`src/rtl/sss_pkg.sv`:
```
// Shared constants for the system status signal logic.
package sss_pkg;

  // ---------------------------------------------------------------
  // Pin positions inside the sampled pin vector
  // ---------------------------------------------------------------
  localparam int PIN_COUNT = 5;
  localparam int PIN_SMI   = 0;
  localparam int PIN_MCP   = 1;
  localparam int PIN_HALT  = 2;
  localparam int PIN_HRST  = 3;
  localparam int PIN_SRST  = 4;

  // All status pins are active low, so the idle level is all ones.
  localparam logic [PIN_COUNT-1:0] PINS_IDLE = 5'h1F;

  // ---------------------------------------------------------------
  // Cycle counts on the bus clock (mclk, 100 MHz)
  // ---------------------------------------------------------------
  localparam int CLK_PERIOD_NS = 10;
  // Least hard reset width in clock cycles.
  localparam logic [8:0] HRST_MIN_CYCLES = 9'h0FF;
  // Least machine-check pin width in bus cycles.
  localparam logic [1:0] MCP_HOLD_CYCLES = 2'h2;
  // Least soft reset width in bus cycles.
  localparam logic [3:0] SRST_HOLD_CYCLES = 4'h2;
  // Longest delay from hard reset assertion to floated outputs.
  localparam int HRST_FLOAT_MAX_CYCLES = 5;

  // ---------------------------------------------------------------
  // Reset values of the far-end counters
  // ---------------------------------------------------------------
  localparam logic [8:0] HRST_CNT_RESET = HRST_MIN_CYCLES;
  localparam logic [1:0] MCP_CNT_RESET  = 2'h0;
  localparam logic [3:0] SRST_CNT_RESET = 4'h0;

endpackage

```
`src/rtl/sss_if.sv`:
```
// Interface carrying the system status pins between system logic and the device.
interface sss_if;

  // ---------------------------------------------------------------
  // Pins, all active low
  // ---------------------------------------------------------------
  logic sysMgmtIrqN;
  logic machineCheckPinN;
  logic haltRequestInN;
  logic hardResetN;
  logic softResetN;
  // Open-drain halt status: drive value, enable and resolved level.
  logic haltStatusDrv;
  logic haltStatusOe;
  logic haltStatusOutN;

  // The external pull-up holds the line high whenever nobody pulls it low.
  assign haltStatusOutN = (haltStatusOe && !haltStatusDrv) ? 1'b0 : 1'b1;

  modport device (
    input  sysMgmtIrqN,
    input  machineCheckPinN,
    input  haltRequestInN,
    input  hardResetN,
    input  softResetN,
    output haltStatusDrv,
    output haltStatusOe
  );

  modport system (
    output sysMgmtIrqN,
    output machineCheckPinN,
    output haltRequestInN,
    output hardResetN,
    output softResetN,
    input  haltStatusOutN
  );

endinterface

```
`src/rtl/sss_device.sv`:
```
// Device end: senses the status pins and raises exceptions, checkstop and resets.
//
// Behaviour
// [RQ1] Active irq with enable starts exception.
// [RQ2] Irq is level sensed, any arrival time.
// [RQ3] System holds irq until exception taken.
// [RQ4] Pin with both enables starts machine check.
// [RQ5] Pin enabled, check disabled: stop, float outputs.
// [RQ6] Pin enable clear: ignore machine-check pin.
// [RQ7] System holds machine-check pin two cycles.
// [RQ8] Machine-check pin sensed on falling edge.
// [RQ9] Halt request stops device, floats outputs.
// [RQ10] Halt request stays asserted until reset.
// [RQ11] Halt request released after halt status.
// [RQ12] Halt request minimum width per variant.
// [RQ13] Drive halt status on checkstop stop.
// [RQ14] Release halt status on hard reset.
// [RQ15] Hard reset release raises reset exception.
// [RQ16] Float outputs within five clocks of reset.
// [RQ17] System holds hard reset 255 cycles.
// [RQ18] Soft reset falling edge starts exception.
// [RQ19] System holds soft reset two cycles.
// [RQ20] Two-stage synchroniser before any detection.
module sss_device
  import sss_pkg::*;
(
  // Clock and reset
  input  wire logic mclk,
  input  wire logic sys_rst,
  // Status pins
  sss_if.device     link,
  // Enable bits from the machine state and configuration registers
  input  wire logic externalIrqEnable,
  input  wire logic machineCheckEnable,
  input  wire logic machineCheckPinEnable,
  // Exception starts, one-cycle pulses
  output logic      sysMgmtExcStart,
  output logic      machineCheckExcStart,
  output logic      hardResetExcStart,
  output logic      softResetExcStart,
  // Device state
  output logic      checkstopped,
  output logic      outputsEnable
);

  // ---------------------------------------------------------------
  // State
  // ---------------------------------------------------------------
  typedef struct packed {
    logic [PIN_COUNT-1:0] syncA;
    logic [PIN_COUNT-1:0] syncB;
    logic [PIN_COUNT-1:0] prevB;
    logic                 inHardReset;
    logic                 halted;
    logic                 smiBusy;
    logic                 outEnable;
    logic                 smiExc;
    logic                 mcExc;
    logic                 hardExc;
    logic                 softExc;
  } sss_dev_state_t;

  localparam sss_dev_state_t DEV_STATE_RESET = '{
    syncA:       PINS_IDLE,
    syncB:       PINS_IDLE,
    prevB:       PINS_IDLE,
    inHardReset: 1'b1,
    halted:      1'b0,
    smiBusy:     1'b0,
    outEnable:   1'b0,
    smiExc:      1'b0,
    mcExc:       1'b0,
    hardExc:     1'b0,
    softExc:     1'b0
  };

  sss_dev_state_t state_reg;
  sss_dev_state_t state_next;

  logic [PIN_COUNT-1:0] pinsRaw;
  logic                 hrstActive;
  logic                 haltActive;
  logic                 smiActive;
  logic                 mcpFell;
  logic                 srstFell;
  logic                 stopNow;

  // ---------------------------------------------------------------
  // Helpers
  // ---------------------------------------------------------------
  // A falling edge of an active-low pin is its assertion.
  function automatic logic fell(input logic prevLvl, input logic curLvl);
    fell = prevLvl && !curLvl;
  endfunction

  assign pinsRaw[PIN_SMI]  = link.sysMgmtIrqN;
  assign pinsRaw[PIN_MCP]  = link.machineCheckPinN;
  assign pinsRaw[PIN_HALT] = link.haltRequestInN;
  assign pinsRaw[PIN_HRST] = link.hardResetN;
  assign pinsRaw[PIN_SRST] = link.softResetN;

  // Every decision below looks only at the second stage and its delayed copy.
  assign hrstActive = !state_reg.syncB[PIN_HRST];
  assign haltActive = !state_reg.syncB[PIN_HALT];
  // [RQ2] Level sensing
  assign smiActive  = !state_reg.syncB[PIN_SMI];
  // [RQ8] Falling edge detect
  assign mcpFell    = fell(state_reg.prevB[PIN_MCP], state_reg.syncB[PIN_MCP]);
  // [RQ18] Falling edge detect
  assign srstFell   = fell(state_reg.prevB[PIN_SRST], state_reg.syncB[PIN_SRST]);

  // ---------------------------------------------------------------
  // Next state
  // ---------------------------------------------------------------
  always_comb begin
    state_next = state_reg;
    stopNow    = 1'b0;
    // [RQ20] Two-stage synchroniser
    state_next.syncA = pinsRaw;
    state_next.syncB = state_reg.syncA;
    state_next.prevB = state_reg.syncB;

    state_next.smiExc  = 1'b0;
    state_next.mcExc   = 1'b0;
    state_next.hardExc = 1'b0;
    state_next.softExc = 1'b0;

    if (hrstActive) begin
      // [RQ14] Release halt status
      state_next.halted      = 1'b0;
      state_next.inHardReset = 1'b1;
      state_next.smiBusy     = 1'b0;
    end else if (state_reg.inHardReset) begin
      // [RQ15] Reset exception on release
      state_next.inHardReset = 1'b0;
      state_next.hardExc     = 1'b1;
    end else if (!state_reg.halted) begin
      // [RQ9] Halt request stops
      if (haltActive) begin
        stopNow = 1'b1;
      end
      // [RQ6] Pin enable gates pin
      if (mcpFell && machineCheckPinEnable) begin
        if (machineCheckEnable) begin
          // [RQ4] Machine check start
          state_next.mcExc = !stopNow;
        end else begin
          // [RQ5] Checkstop on pin
          stopNow = 1'b1;
        end
      end
      state_next.halted = stopNow;

      // [RQ18] Soft reset exception
      state_next.softExc = srstFell && !stopNow;

      // The level stays high until the handler runs, so one start per assertion.
      // [RQ1] Irq exception start
      if (smiActive && externalIrqEnable && !state_reg.smiBusy && !stopNow) begin
        state_next.smiExc  = 1'b1;
        state_next.smiBusy = 1'b1;
      end else if (!smiActive) begin
        // [RQ3] Rearm after release
        state_next.smiBusy = 1'b0;
      end
    end

    // [RQ16] Float outputs on reset
    state_next.outEnable = !hrstActive && !state_next.halted;
  end

  // ---------------------------------------------------------------
  // Register
  // ---------------------------------------------------------------
  always_ff @(posedge mclk) begin
    if (sys_rst) begin
      state_reg <= DEV_STATE_RESET;
    end else begin
      state_reg <= state_next;
    end
  end

  // ---------------------------------------------------------------
  // Outputs
  // ---------------------------------------------------------------
  // Open drain: only ever pulls low, the pull-up does the release.
  assign link.haltStatusDrv = 1'b0;
  // [RQ13] Halt status on checkstop
  assign link.haltStatusOe  = state_reg.halted;

  assign sysMgmtExcStart      = state_reg.smiExc;
  assign machineCheckExcStart = state_reg.mcExc;
  assign hardResetExcStart    = state_reg.hardExc;
  assign softResetExcStart    = state_reg.softExc;
  // Gated clocks are modelled by freezing all exception activity in halt.
  assign checkstopped         = state_reg.halted;
  assign outputsEnable        = state_reg.outEnable;

endmodule

```
`src/flat_wrapper.sv`:
```
// flat-port wrapper written by rule: the top's interface ports become plain ports
module sss_device_flat import sss_pkg::*;
  (mclk, sys_rst, externalIrqEnable, machineCheckEnable, machineCheckPinEnable, sysMgmtExcStart, machineCheckExcStart, hardResetExcStart, softResetExcStart, checkstopped, outputsEnable, link_sysMgmtIrqN, link_machineCheckPinN, link_haltRequestInN, link_hardResetN, link_softResetN, link_haltStatusDrv, link_haltStatusOe);
  sss_if link_i ();
  input  wire logic mclk;
  input  wire logic sys_rst;
  input  wire logic externalIrqEnable;
  input  wire logic machineCheckEnable;
  input  wire logic machineCheckPinEnable;
  output logic sysMgmtExcStart;
  output logic machineCheckExcStart;
  output logic hardResetExcStart;
  output logic softResetExcStart;
  output logic checkstopped;
  output logic outputsEnable;
  input wire logic [$bits(link_i.sysMgmtIrqN)-1:0] link_sysMgmtIrqN;
  input wire logic [$bits(link_i.machineCheckPinN)-1:0] link_machineCheckPinN;
  input wire logic [$bits(link_i.haltRequestInN)-1:0] link_haltRequestInN;
  input wire logic [$bits(link_i.hardResetN)-1:0] link_hardResetN;
  input wire logic [$bits(link_i.softResetN)-1:0] link_softResetN;
  output wire logic [$bits(link_i.haltStatusDrv)-1:0] link_haltStatusDrv;
  output wire logic [$bits(link_i.haltStatusOe)-1:0] link_haltStatusOe;
  assign link_i.sysMgmtIrqN = link_sysMgmtIrqN;
  assign link_i.machineCheckPinN = link_machineCheckPinN;
  assign link_i.haltRequestInN = link_haltRequestInN;
  assign link_i.hardResetN = link_hardResetN;
  assign link_i.softResetN = link_softResetN;
  assign link_haltStatusDrv = link_i.haltStatusDrv;
  assign link_haltStatusOe = link_i.haltStatusOe;
  sss_device u_core (.mclk(mclk), .sys_rst(sys_rst), .link(link_i), .externalIrqEnable(externalIrqEnable), .machineCheckEnable(machineCheckEnable), .machineCheckPinEnable(machineCheckPinEnable), .sysMgmtExcStart(sysMgmtExcStart), .machineCheckExcStart(machineCheckExcStart), .hardResetExcStart(hardResetExcStart), .softResetExcStart(softResetExcStart), .checkstopped(checkstopped), .outputsEnable(outputsEnable));
endmodule
```
`config.mk`:
```
export PLATFORM = sky130hd
export DESIGN_NAME = sss_device_flat
export DESIGN_NICKNAME = d
export VERILOG_FILES = /design/src/rtl/sss_pkg.sv /design/src/rtl/sss_if.sv /design/src/rtl/sss_device.sv /design/src/flat_wrapper.sv
export SDC_FILE = /design/constraint.sdc
export NUM_CORES = 1
export LEC_CHECK = 0
export BUFFER_PORTS_ARGS = -buffer_cell sky130_fd_sc_hd__buf_2
export CAP_MARGIN = 25
export CORE_AREA = 4 4 41 43
export DETAILED_ROUTE_END_ITERATION = 16
export DIE_AREA = 0 0 45 47
export GPL_TIMING_DRIVEN = 1
export PLACE_DENSITY_LB_ADDON = 0.12
export SETUP_SLACK_MARGIN = 0.3
export SLEW_MARGIN = 10
export SYNTH_ARGS = -nofsm -noshare
export SYNTH_HDL_FRONTEND = slang
export SYNTH_SLANG_ARGS = --single-unit
```
`constraint.sdc`:
```
create_clock -name mclk -period 2.98 [get_ports mclk]
set_clock_uncertainty 0.1 [all_clocks]
set_input_delay 0.149 -clock mclk [delete_from_list [all_inputs] [get_ports mclk]]
set_output_delay 0.149 -clock mclk [all_outputs]
set_load 0.05 [all_outputs]
```
==> results of run 1 <==
==> power by group through the flow <==
stage	registers [mW]	logic [mW]	clock network (mW)
global placement	0.290	0.0406	0
global route	0.285	0.0501	0.230
detailed placement	0.290	0.0411	0
floorplan	0.299	0.0208	0
finish	0.284	0.0459	0.214
CTS	0.284	0.0463	0.221
==> routing by layer <==
metal | up-vias | part of all wire, % | global-route usage [%]
li1 | 218 | - | -
met1 | 179 | 45 | 11.9
met2 | 18 | 48 | 16.7
met3 | 0 | 7.7 | 3.45
met4 | 0 | 0 | 5.26
met5 | - | 0 | 0
==> worst paths after layout <==
path / start / to / depth (start not counted)
worst max-delay path: u_core.checkstopped / u_core.sysMgmtExcStart / 3
worst min-delay path: machineCheckPinEnable / u_core.machineCheckExcStart / 2
worst max register to register: u_core.checkstopped / u_core.sysMgmtExcStart / 3
worst min register to register: u_core.state_next[16] / u_core.state_next[11] / 1
==> logic make-up after synthesis <==
family	synth area share [%]
compound gates	4.59
flops	63.9
buf+inv	4.19
other cells	0.598
simple gates	26.7
==> cells in the final DEF (no fill, tap or decap) <==
master	count
sky130_fd_sc_hd__a211oi_1	1
sky130_fd_sc_hd__a21o_1	1
sky130_fd_sc_hd__a21oi_1	1
sky130_fd_sc_hd__a41oi_1	1
sky130_fd_sc_hd__and3_2	1
sky130_fd_sc_hd__and4b_1	1
sky130_fd_sc_hd__buf_2	16
sky130_fd_sc_hd__bufinv_16	1
sky130_fd_sc_hd__clkbuf_4	3
sky130_fd_sc_hd__conb_1	1
sky130_fd_sc_hd__dfxtp_1	20
sky130_fd_sc_hd__dlygate4sd3_1	5
sky130_fd_sc_hd__inv_1	2
sky130_fd_sc_hd__nand2b_1	1
sky130_fd_sc_hd__nand3_1	1
sky130_fd_sc_hd__nand4bb_1	1
sky130_fd_sc_hd__nor2_1	2
sky130_fd_sc_hd__nor3b_1	2
sky130_fd_sc_hd__nor4b_2	2
sky130_fd_sc_hd__or2_2	12
==> final cells by class <==
type                       instances  area [sq um]  share of cell area [%]
sequential                        20           400                    49.5
multi-input combinational         28           200                    24.7
timing repair buffer              21           130                    16.1
clock inverter                     1          30.0                    3.71
clock buffer                       3          22.5                    2.78
tap                               15          18.8                    2.32
inverter                           2          7.51                   0.927
==> what timing repair did <==
action                                 CTS  global route
buffers inserted                         0             0
endpoints found under the hold margin    5             0
hold buffers                             5             0
==> worst register-to-register path, delay by kind of cell, from the launching register on <==
kind	cells	cell delay (ps)
flops	1	370
simple gates	3	750
==> through the flow <==
stage                     hold slack (ps)  setup slack, ps  utilization [%]
final                                29.4             1690             62.2
after global routing                 15.3             1620             62.2
after CTS                            23.3             1680             62.2
after detailed placement              233             1720             54.3
after global placement                232             1780             54.3
after floorplan                       153             1590                -
==> results by group, run 1 <==
Outcome
  – Status: finished, final reports clean

Clock network
  – CTS root buffer: sky130_fd_sc_hd__clkbuf_4
  – H-tree depth: 1
  – Reg clk slew, reported paths: 110 ps
  – Worst skew pair latency: 290 ps
  – Clk sink count: 20
  – Number of buffers created by CTS: 3
  – Post-cts sizing count: 0
  – Clock Tree Buf Depth: 2
  – Clock tree from TritonCTS: done

Synth
  – Portion of synthesized cell area occupied by the leading cell type: 63.9%
  – Synth warn: 0
  – Number of different library cells in the post-synthesis netlist: 18
  – Number of enable flip-flop cells after synthesis: 0
  – Fraction of registers with async set/reset: 0%
  – Ranking of synthesized cells by area: sky130_fd_sc_hd__dfxtp_1 64%, sky130_fd_sc_hd__or2_2 12%, sky130_fd_sc_hd__nor4b_2 4.8%
  – Synthesized netlist net count: 63
  – Most used flip-flop cell after synthesis: sky130_fd_sc_hd__dfxtp_1
  – Synth cell count leaders: 20 x sky130_fd_sc_hd__dfxtp_1, 12 x sky130_fd_sc_hd__or2_2
  – Most frequent cell after synthesis: sky130_fd_sc_hd__dfxtp_1
  – Post-Synthesis Cells: 53
  – Post-synthesis sequential area ratio: 63.9%
  – Library cell with the largest summed area after synthesis: sky130_fd_sc_hd__dfxtp_1
  – Post-synthesis instance area: 627 sq um
  – Number of flip-flops and latches in the synthesized netlist: 20
  – Mean area per synthesized cell: 11.8 sq um

Final layout
  – Fin cells: 90
  – Filler cell count: 123
  – Flip-flop count of the largest register after layout: 10
  – Area growth, synth to finish: 29.1%
  – Final Cell Area: 810 sq um
  – NumNets Final: 86
  – Share of cells above drive strength 1: 46.7%
  – N_diodes: 0

Floorplan
  – Number of placement rows: 13
  – Effective utilization at floorplan: 48.2%
  – Number of ports placed on the die boundary: 18
  – Vert. Die Dim: 47 um
  – Total die area: 2120 sq um
  – Core Box Area: 1300 sq um
  – Die Wd: 45 um

STA
  – RSZ-0062 raised after global routing: no
  – Final setup vio count: 0
  – F_max: 773 MHz
  – Final setup TNS: 0 ps
  – Final Hold Violating Endpoints: 0
  – Portion of the clock cycle consumed by the worst path in the final layout: 43.4%
  – Number of max-slew violations in the final report: 0
  – Tmin final: 1290 ps

Power and ir drop
  – Power Density: 672 nW/um^2
  – Reported net switching power: 0.110 mW
  – Clock power frac: 39.4%
  – Part of the total power dissipated in sequential elements: 52.2%
  – Switching Fraction: 20.2%
  – Share of total power in combinational logic: 8.4%
  – Overall Power: 0.544 mW
  – Static Leak: 0.356 nW
  – Worst IR Drop VDD: 409 uV
  – Cell-internal power: 0.434 mW

Min path
  – Path category of the worst min-delay check: input pin to register

Worst setup path
  – Worst EP arrival: 1410 ps
  – Largest fanout of any net on the critical path: 6
  – Worst Setup Start Kind: register
  – Type of element capturing the critical path: register
  – Data required time of the critical path: 3100 ps
  – Peak per-stage delay on the critical path: 370 ps
  – Cell family contributing the most delay on the critical path: simple AND/OR/NAND/NOR gates
  – Count of buffer and inverter cells on the critical path: 0
  – Most frequent cell on the critical path: sky130_fd_sc_hd__nor4b_2
  – Slowest cell on crit path: sky130_fd_sc_hd__dfxtp_1
  – Crit Path Category: register to register
  – Slack of the worst reg-to-reg path: 1690 ps
  – Critical Path, Cell by Cell: nor4b_2, nand3_1, nor4b_2

Global route
  – Global-route wire length before repair: 1.53 mm
  – Antenna violations before repair: 0
  – Largest net degree at the start of global routing: 15
  – GRT Resource Usage Total: 10.2%
  – Overflow after GRT: 0
  – Number of global-route vias before repair: 356

Route
  – Vias per cell: 4.61
  – Violation count after the first detailed-route iteration: 3
  – Number of DRC violations after detailed routing: 0
  – Routed length per instance: 10.9 um
  – Number of routed nets with antenna violations: 0
  – DRT Wirelength: 985 um
  – Number of optimization iterations in the first detailed-route pass: 4
  – Total vias in the final route: 415

Place
  – Post-DP HPWL: 658 um
  – Total placed instance area: 707 sq um
  – Routability Congestion: 0.747
  – Number of placed instances, taps included: 81
  – Total of buffers placed on input and output ports: 16

Job
  – Max Cap Violations: 0
No activity file was read; power rests on OpenSTA's default activity.
==> run 2: changes to the inputs <==
--- a/config.mk
+++ b/config.mk
@@ -7,9 +7,9 @@
 export LEC_CHECK = 0
 export BUFFER_PORTS_ARGS = -buffer_cell sky130_fd_sc_hd__buf_2
 export CAP_MARGIN = 25
-export CORE_AREA = 4 4 41 43
+export CORE_MARGIN = 4
+export CORE_UTILIZATION = 42
 export DETAILED_ROUTE_END_ITERATION = 16
-export DIE_AREA = 0 0 45 47
 export GPL_TIMING_DRIVEN = 1
 export PLACE_DENSITY_LB_ADDON = 0.12
 export SETUP_SLACK_MARGIN = 0.3
==> constraint.sdc (replaced) <==
create_clock -name mclk -period 1.1 [get_ports mclk]
set_clock_uncertainty 0.1 [all_clocks]
set_input_delay 0.055 -clock mclk [delete_from_list [all_inputs] [get_ports mclk]]
set_output_delay 0.055 -clock mclk [all_outputs]
set_load 0.05 [all_outputs]
==> run 2 against run 1 <==
Net effect: the run now ends with hold timing, setup timing left; power rose by 130%; sequential share of layout area decreased by 4.6 points; cell count is 1.1% higher; first-iteration DRC count decreased by 33%; register-to-register slack lost 1800 ps; setup slack lost 1800 ps; cell area increased by 14%; critical path depth did not move; via count is 5.5% higher; hold slack got worse by 190 ps; sequential power increased to 2.7 times the previous value; wire length grew 15%; largest power group unchanged.
==> results by group, run 2 (synthesis gave the netlist of run 1 again) <==
Outcome
  – Status: finished, violations left (was finished, final reports clean)
  – Failing checks: hold timing, setup timing

Final layout
  – Most common cell after layout, fill and taps aside: sky130_fd_sc_hd__dfxtp_1 (unchanged)
  – Utilization of the core after routing: 68.4% (was 62.2%)
  – Fin cells: 91 (was 90)
  – N_diodes: 0 (unchanged)
  – Seq. cell area: 414 sq um (was 400 sq um)
  – Final Cell Area: 923 sq um (was 810 sq um)
  – Area of the multi-input gates: 256 sq um (was 200 sq um)
  – Area growth, synth to finish: 47.3% (was 29.1%)
  – Highest-count cells in the layout ignoring fill and taps: 11 x sky130_fd_sc_hd__dfxtp_1, 9 x sky130_fd_sc_hd__or2_2, 9 x sky130_fd_sc_hd__buf_2 (was 20 x sky130_fd_sc_hd__dfxtp_1, 16 x sky130_fd_sc_hd__buf_2, 12 x sky130_fd_sc_hd__or2_2)
  – NumNets Final: 87 (was 86)
  – Share of cells above drive strength 1: 68.4% (was 46.7%)
  – Flip-flop count of the largest register after layout: 10 (unchanged)
  – Filler cell count: 108 (was 123)

Worst setup path
  – Cell family contributing the most delay on the critical path: simple AND/OR/NAND/NOR gates (unchanged)
  – Slack of the worst reg-to-reg path: -110 ps (was 1690 ps)
  – Worst EP arrival: 1320 ps (was 1410 ps)
  – Data required time of the critical path: 1200 ps (was 3100 ps)
  – Type of element capturing the critical path: register (unchanged)
  – Worst Setup Start Kind: register (unchanged)
  – Critical Path, Cell by Cell: nor4b_4, nand3_2, nor4b_2 (was nor4b_2, nand3_1, nor4b_2)
  – Peak per-stage delay on the critical path: 370 ps (about the same)
  – Largest fanout of any net on the critical path: 3 (was 6)
  – Crit Path Category: register to register (unchanged)
  – Source of the critical timing path: u_core.checkstopped (unchanged)
  – Slowest cell on crit path: sky130_fd_sc_hd__dfxtp_4 (was sky130_fd_sc_hd__dfxtp_1)
  – Launching point of the worst reg2reg path: u_core.checkstopped (unchanged)
  – Count of buffer and inverter cells on the critical path: 0 (unchanged)

Global route
  – Global-route met2 utilization: 25.0% (was 16.7%)
  – Met1 track demand over resource: 11.8% (was 11.9%)
  – GRT Resource Usage Total: 13.3% (was 10.2%)
  – Number of global-route vias before repair: 473 (was 356)
  – Overflow after GRT: 0 (unchanged)
  – Global routing met3 resource utilization: 3.52% (was 3.45%)
  – Most congested layer reported by global routing: met2 (unchanged)
  – Global-route wire length before repair: 1.93 mm (was 1.53 mm)
  – Antenna violations before repair: 0 (unchanged)
  – Largest net degree at the start of global routing: 14 (was 15)

Clock network
  – Number of buffers created by CTS: 3 (unchanged)
  – Worst skew pair latency: 280 ps (was 290 ps)
  – Clock Tree Buf Depth: 2 (unchanged)
  – CTS root buffer: sky130_fd_sc_hd__clkbuf_4 (unchanged)
  – H-tree depth: 1 (unchanged)
  – Reg clk slew, reported paths: 100 ps (was 110 ps)
  – Clk sink count: 20 (unchanged)
  – CTS hold repair buffers: 2 (was 5)
  – Clock tree from TritonCTS: done (unchanged)

Floorplan
  – Number of placement rows: 13 (unchanged)
  – Total die area: 2170 sq um (was 2120 sq um)
  – Vert. Die Dim: 46.6 um (was 47 um)
  – Number of ports placed on the die boundary: 18 (unchanged)
  – Core Box Area: 1350 sq um (was 1300 sq um)
  – Effective utilization at floorplan: 46.4% (was 48.2%)
  – Die Wd: 46.6 um (was 45 um)

STA
  – Final setup TNS: -182 ps (was 0 ps)
  – Portion of the clock cycle consumed by the worst path in the final layout: 110% (was 43.4%)
  – F_max: 824 MHz (was 773 MHz)
  – Worst hold-check slack: -158 ps (was 29.4 ps)
  – Tmin final: 1210 ps (was 1290 ps)
  – Number of max-slew violations in the final report: 0 (unchanged)
  – RSZ-0062 raised after global routing: yes (was no)
  – Final setup vio count: 3 (was 0)
  – Smallest setup slack after layout: -114 ps (was 1690 ps)
  – Final Hold Violating Endpoints: 5 (was 0)

Place
  – Routability Congestion: 0.806 (was 0.747)
  – Number of placed instances, taps included: 83 (was 81)
  – Total of buffers placed on input and output ports: 16 (unchanged)
  – Total placed instance area: 738 sq um (was 707 sq um)
  – Post-DP HPWL: 675 um (was 658 um)

Power and ir drop
  – Static Leak: 0.387 nW (was 0.356 nW)
  – Worst IR Drop VDD: 834 uV (was 409 uV)
  – Power Density: 1380 nW/um^2 (was 672 nW/um^2)

Route
  – Violation count after the first detailed-route iteration: 2 (was 3)
  – Total vias in the final route: 438 (was 415)
  – Vias per cell: 4.81 (was 4.61)
  – Number of routed nets with antenna violations: 0 (unchanged)
  – Number of optimization iterations in the first detailed-route pass: 2 (was 4)
  – Number of DRC violations after detailed routing: 0 (unchanged)
  – DRT Wirelength: 1.14 mm (was 985 um)
  – Routed length per instance: 12.5 um (was 10.9 um)

Job
  – Max Cap Violations: 0 (unchanged)

Min path
  – Hold Path Origin: link_haltRequestInN (was machineCheckPinEnable)
  – Path category of the worst min-delay check: input pin to register (unchanged)
-- run 2: changes by cell type in the layout (fill, tap and decap cells not counted), sizes merged --
cell,change
buf,+4
dlygate4sd3,-3
bufinv,-1
clkbuf,+1
-- run 2: final timing paths --
kind	to	depth (start not counted)
worst max-delay path	u_core.sysMgmtExcStart	3
worst min-delay path	u_core.state_next[15]	2
worst max register to register	u_core.sysMgmtExcStart	3
worst min register to register	u_core.state_next[8]	1
-- run 2: stage by stage --
stage | hold WS, ps | total power [mW] | setup WS [ps]
6_report | -158 | 1.28 | -114
5_1_grt | -177 | 1.35 | -166
4_1_cts | -172 | 1.28 | -53.8
3_5_place_dp | 140 | 0.904 | -69.9
3_3_place_gp | 137 | 0.902 | -20.5
2_1_floorplan | 58.8 | 0.869 | -32.4
-- run 2: per-layer routing --
layer	wire length [um]	vias up
met5	0	-
met4	25	0
met3	69	4
met2	613	17
met1	429	199
li1	-	218
-- run 2: timing repair --
action / CTS / global route
gates resized for setup: 32 / 5
endpoints found under the hold margin: 8 / 5
pin swaps: 3 / 2
setup buffers: 1 / 1
setup endpoints to repair: 14 / 16
-- run 2: worst reg2reg max path, cell delays in order (launching register included) --
cell and delay, ps:
sky130_fd_sc_hd__dfxtp_4 370, sky130_fd_sc_hd__nor4b_4 300, sky130_fd_sc_hd__nand3_2 140, sky130_fd_sc_hd__nor4b_2 220
-- run 2: report_power, final --
group          switching [mW]  total [mW]  internal, mW
logic                  0.0797       0.162        0.0825
clock network           0.196       0.336         0.141
registers              0.0209       0.777         0.756
-- run 2: layout make-up --
cell class	count	share of cell area (%)
flip-flops and latches	20	44.9
multi-input cells	28	27.8
repair buffers	22	21.7
clock buffers	4	2.85
well taps	15	2.03
inverters	2	0.813
==> run 3: changes to the inputs <==
--- a/config.mk
+++ b/config.mk
@@ -9,9 +9,12 @@
 export CAP_MARGIN = 25
 export CORE_MARGIN = 4
 export CORE_UTILIZATION = 42
+export CTS_CLUSTER_DIAMETER = 200
+export CTS_CLUSTER_SIZE = 40
 export DETAILED_ROUTE_END_ITERATION = 16
 export GPL_TIMING_DRIVEN = 1
 export PLACE_DENSITY_LB_ADDON = 0.12
+export RECOVER_POWER = 25
 export SETUP_SLACK_MARGIN = 0.3
 export SLEW_MARGIN = 10
 export SYNTH_ARGS = -nofsm -noshare
==> run 3 against run 2 <==
Net effect: the run still ends with hold timing, setup timing left; sequential share of layout area grew 0.18 points; sequential power is essentially flat; via count grew 0.46%; cell count is the same; combinational power is essentially flat; flip-flop and latch count is the same; setup slack lost 0.71 ps; wire length shrank 0.18%; non-clock buffer count is the same.
==> results by group, run 3 (synthesis gave the netlist of run 1 again) <==
Worst setup path
  – Depth of the worst register-to-register path: 3 (unchanged)
  – Worst EP arrival: 1320 ps (about the same)
  – Worst Setup Start Kind: register (unchanged)
  – Data required time of the critical path: 1200 ps (about the same)
  – Critical R2R Capture: u_core.sysMgmtExcStart (unchanged)
  – Count of buffer and inverter cells on the critical path: 0 (unchanged)
  – Type of element capturing the critical path: register (unchanged)
  – Crit Path Category: register to register (unchanged)
  – Slack of the worst reg-to-reg path: -110 ps (about the same)
  – Slowest cell on crit path: sky130_fd_sc_hd__dfxtp_4 (unchanged)
  – Launching point of the worst reg2reg path: u_core.checkstopped (unchanged)
  – Cell family contributing the most delay on the critical path: simple AND/OR/NAND/NOR gates (unchanged)
  – Peak per-stage delay on the critical path: 370 ps (about the same)
  – Critical Path, Cell by Cell: nor4b_4, nand3_2, nor4b_2 (unchanged)
  – Largest fanout of any net on the critical path: 3 (unchanged)

Final layout
  – Final Cell Area: 920 sq um (was 923 sq um)
  – NumNets Final: 87 (unchanged)
  – Seq. cell area: 414 sq um (unchanged)
  – Fin cells: 91 (unchanged)
  – Flip-flop count of the largest register after layout: 10 (unchanged)
  – N_diodes: 0 (unchanged)
  – Area growth, synth to finish: 46.7% (was 47.3%)
  – Most common cell after layout, fill and taps aside: sky130_fd_sc_hd__dfxtp_1 (unchanged)
  – Share of cells above drive strength 1: 67.1% (was 68.4%)
  – Filler cell count: 108 (unchanged)
  – Area of the multi-input gates: 256 sq um (unchanged)
  – Highest-count cells in the layout ignoring fill and taps: 11 x sky130_fd_sc_hd__dfxtp_1, 9 x sky130_fd_sc_hd__or2_2, 9 x sky130_fd_sc_hd__buf_2 (unchanged)

Clock network
  – Worst skew pair latency: 280 ps (about the same)
  – CTS hold repair buffers: 2 (unchanged)
  – Clk sink count: 20 (unchanged)
  – CTS root buffer: sky130_fd_sc_hd__clkbuf_4 (unchanged)
  – Reg clk slew, reported paths: 100 ps (about the same)
  – H-tree depth: 1 (unchanged)
  – Clock Tree Buf Depth: 2 (unchanged)
  – Clock tree from TritonCTS: done (unchanged)
  – Number of buffers created by CTS: 3 (unchanged)

Min path
  – Path category of the worst min-delay check: input pin to register (unchanged)
  – Instance count along the most critical hold path: 2 (unchanged)
  – Hold Crit Endpoint: u_core.state_next[13] (was u_core.state_next[15])
  – Hold Path Origin: link_sysMgmtIrqN (was link_haltRequestInN)

Place
  – Number of placed instances, taps included: 83 (unchanged)
  – Total of buffers placed on input and output ports: 16 (unchanged)
  – Routability Congestion: 0.806 (unchanged)
  – Total placed instance area: 738 sq um (unchanged)
  – Worst slack after detailed placement: -69.9 ps (unchanged)
  – Post-DP HPWL: 675 um (unchanged)

STA
  – F_max: 823 MHz (was 824 MHz)
  – Smallest setup slack after layout: -115 ps (was -114 ps)
  – Tmin final: 1210 ps (about the same)
  – Number of max-slew violations in the final report: 0 (unchanged)
  – Final setup vio count: 3 (unchanged)
  – Portion of the clock cycle consumed by the worst path in the final layout: 110% (about the same)
  – Final Hold Violating Endpoints: 5 (unchanged)
  – Worst hold-check slack: -158 ps (about the same)
  – RSZ-0062 raised after global routing: yes (unchanged)

Global route
  – Antenna violations before repair: 0 (unchanged)
  – Overflow after GRT: 0 (unchanged)
  – GRT Resource Usage Total: 13.3% (unchanged)
  – Number of global-route vias before repair: 473 (unchanged)
  – Global-route wire length before repair: 1.93 mm (unchanged)
  – Largest net degree at the start of global routing: 14 (unchanged)

Floorplan
  – Total die area: 2170 sq um (unchanged)
  – Number of ports placed on the die boundary: 18 (unchanged)
  – Core Box Area: 1350 sq um (unchanged)
  – Die Wd: 46.6 um (unchanged)
  – Effective utilization at floorplan: 46.4% (unchanged)
  – Vert. Die Dim: 46.6 um (unchanged)
  – Number of placement rows: 13 (unchanged)

Route
  – Met3 wire length: 67 um (was 69 um)
  – DRT Wirelength: 1.14 mm (about the same)
  – Violation count after the first detailed-route iteration: 4 (was 2)
  – Number of routed nets with antenna violations: 0 (unchanged)
  – Routed met1 length: 430 um (was 429 um)
  – Routed length per instance: 12.5 um (about the same)
  – Total vias in the final route: 440 (was 438)
  – Highest Signal Layer: met4 (unchanged)
  – Number of optimization iterations in the first detailed-route pass: 2 (unchanged)
  – Vias per cell: 4.84 (was 4.81)
  – Number of DRC violations after detailed routing: 0 (unchanged)
  – DR WL met2: 619 um (was 613 um)

Power and ir drop
  – Static Leak: 0.383 nW (was 0.387 nW)
  – Worst IR Drop VDD: 831 uV (was 834 uV)
  – Power Density: 1380 nW/um^2 (about the same)
  – Overall Power: 1.27 mW (was 1.28 mW)

Outcome
  – Failing checks: hold timing, setup timing (unchanged)
  – Status: finished, violations left (unchanged)

Job
  – Max Cap Violations: 0 (unchanged)
[run 3: area by class of cell]
class / count / share of cell area, %
flip-flops and latches: 20 / 45.0
multi-input cells: 28 / 27.9
repair buffers: 22 / 21.4
clock buffers: 4 / 2.86
well taps: 15 / 2.04
inverters: 2 / 0.816
[run 3: per-stage QoR]
stage               utilization, %  TNS, ps
finish                        68.1     -182
CTS                           66.6     -107
floorplan                        -    -32.4
global route                  68.1     -495
global placement              54.7    -29.4
detailed placement            54.7     -123
[run 3: what timing repair did]
item	CTS	global route
buffers inserted	1	1
endpoints found under the hold margin	8	5
pin swaps	3	2
gates resized for setup	32	5
setup endpoints to repair	14	16
[run 3: worst max path at each step]
stage | start | end | slack [ps] | cells past startpoint
floorplan | u_core.checkstopped | u_core.sysMgmtExcStart | -30 | 3
global placement | u_core.state_reg[7] | u_core.sysMgmtExcStart | -20 | 3
detailed placement | u_core.state_reg[7] | u_core.sysMgmtExcStart | -70 | 3
CTS | u_core.state_reg[7] | u_core.sysMgmtExcStart | -50 | 3
global route | u_core.checkstopped | u_core.sysMgmtExcStart | -170 | 3
finish | u_core.checkstopped | u_core.sysMgmtExcStart | -110 | 3
[run 3: report_power, final]
group	switching [mW]	leakage (nW)	internal, mW
sequential	0.0210	0.166	0.756
combinational	0.0796	0.202	0.0808
clock	0.195	0.0150	0.141
[run 3: layer usage]
metal | GRT usage, % | up-vias
met1 | 11.8 | 202
li1 | - | 219
met4 | 9.39 | 0
met3 | 3.52 | 2
met2 | 25.0 | 17
met5 | 0 | -
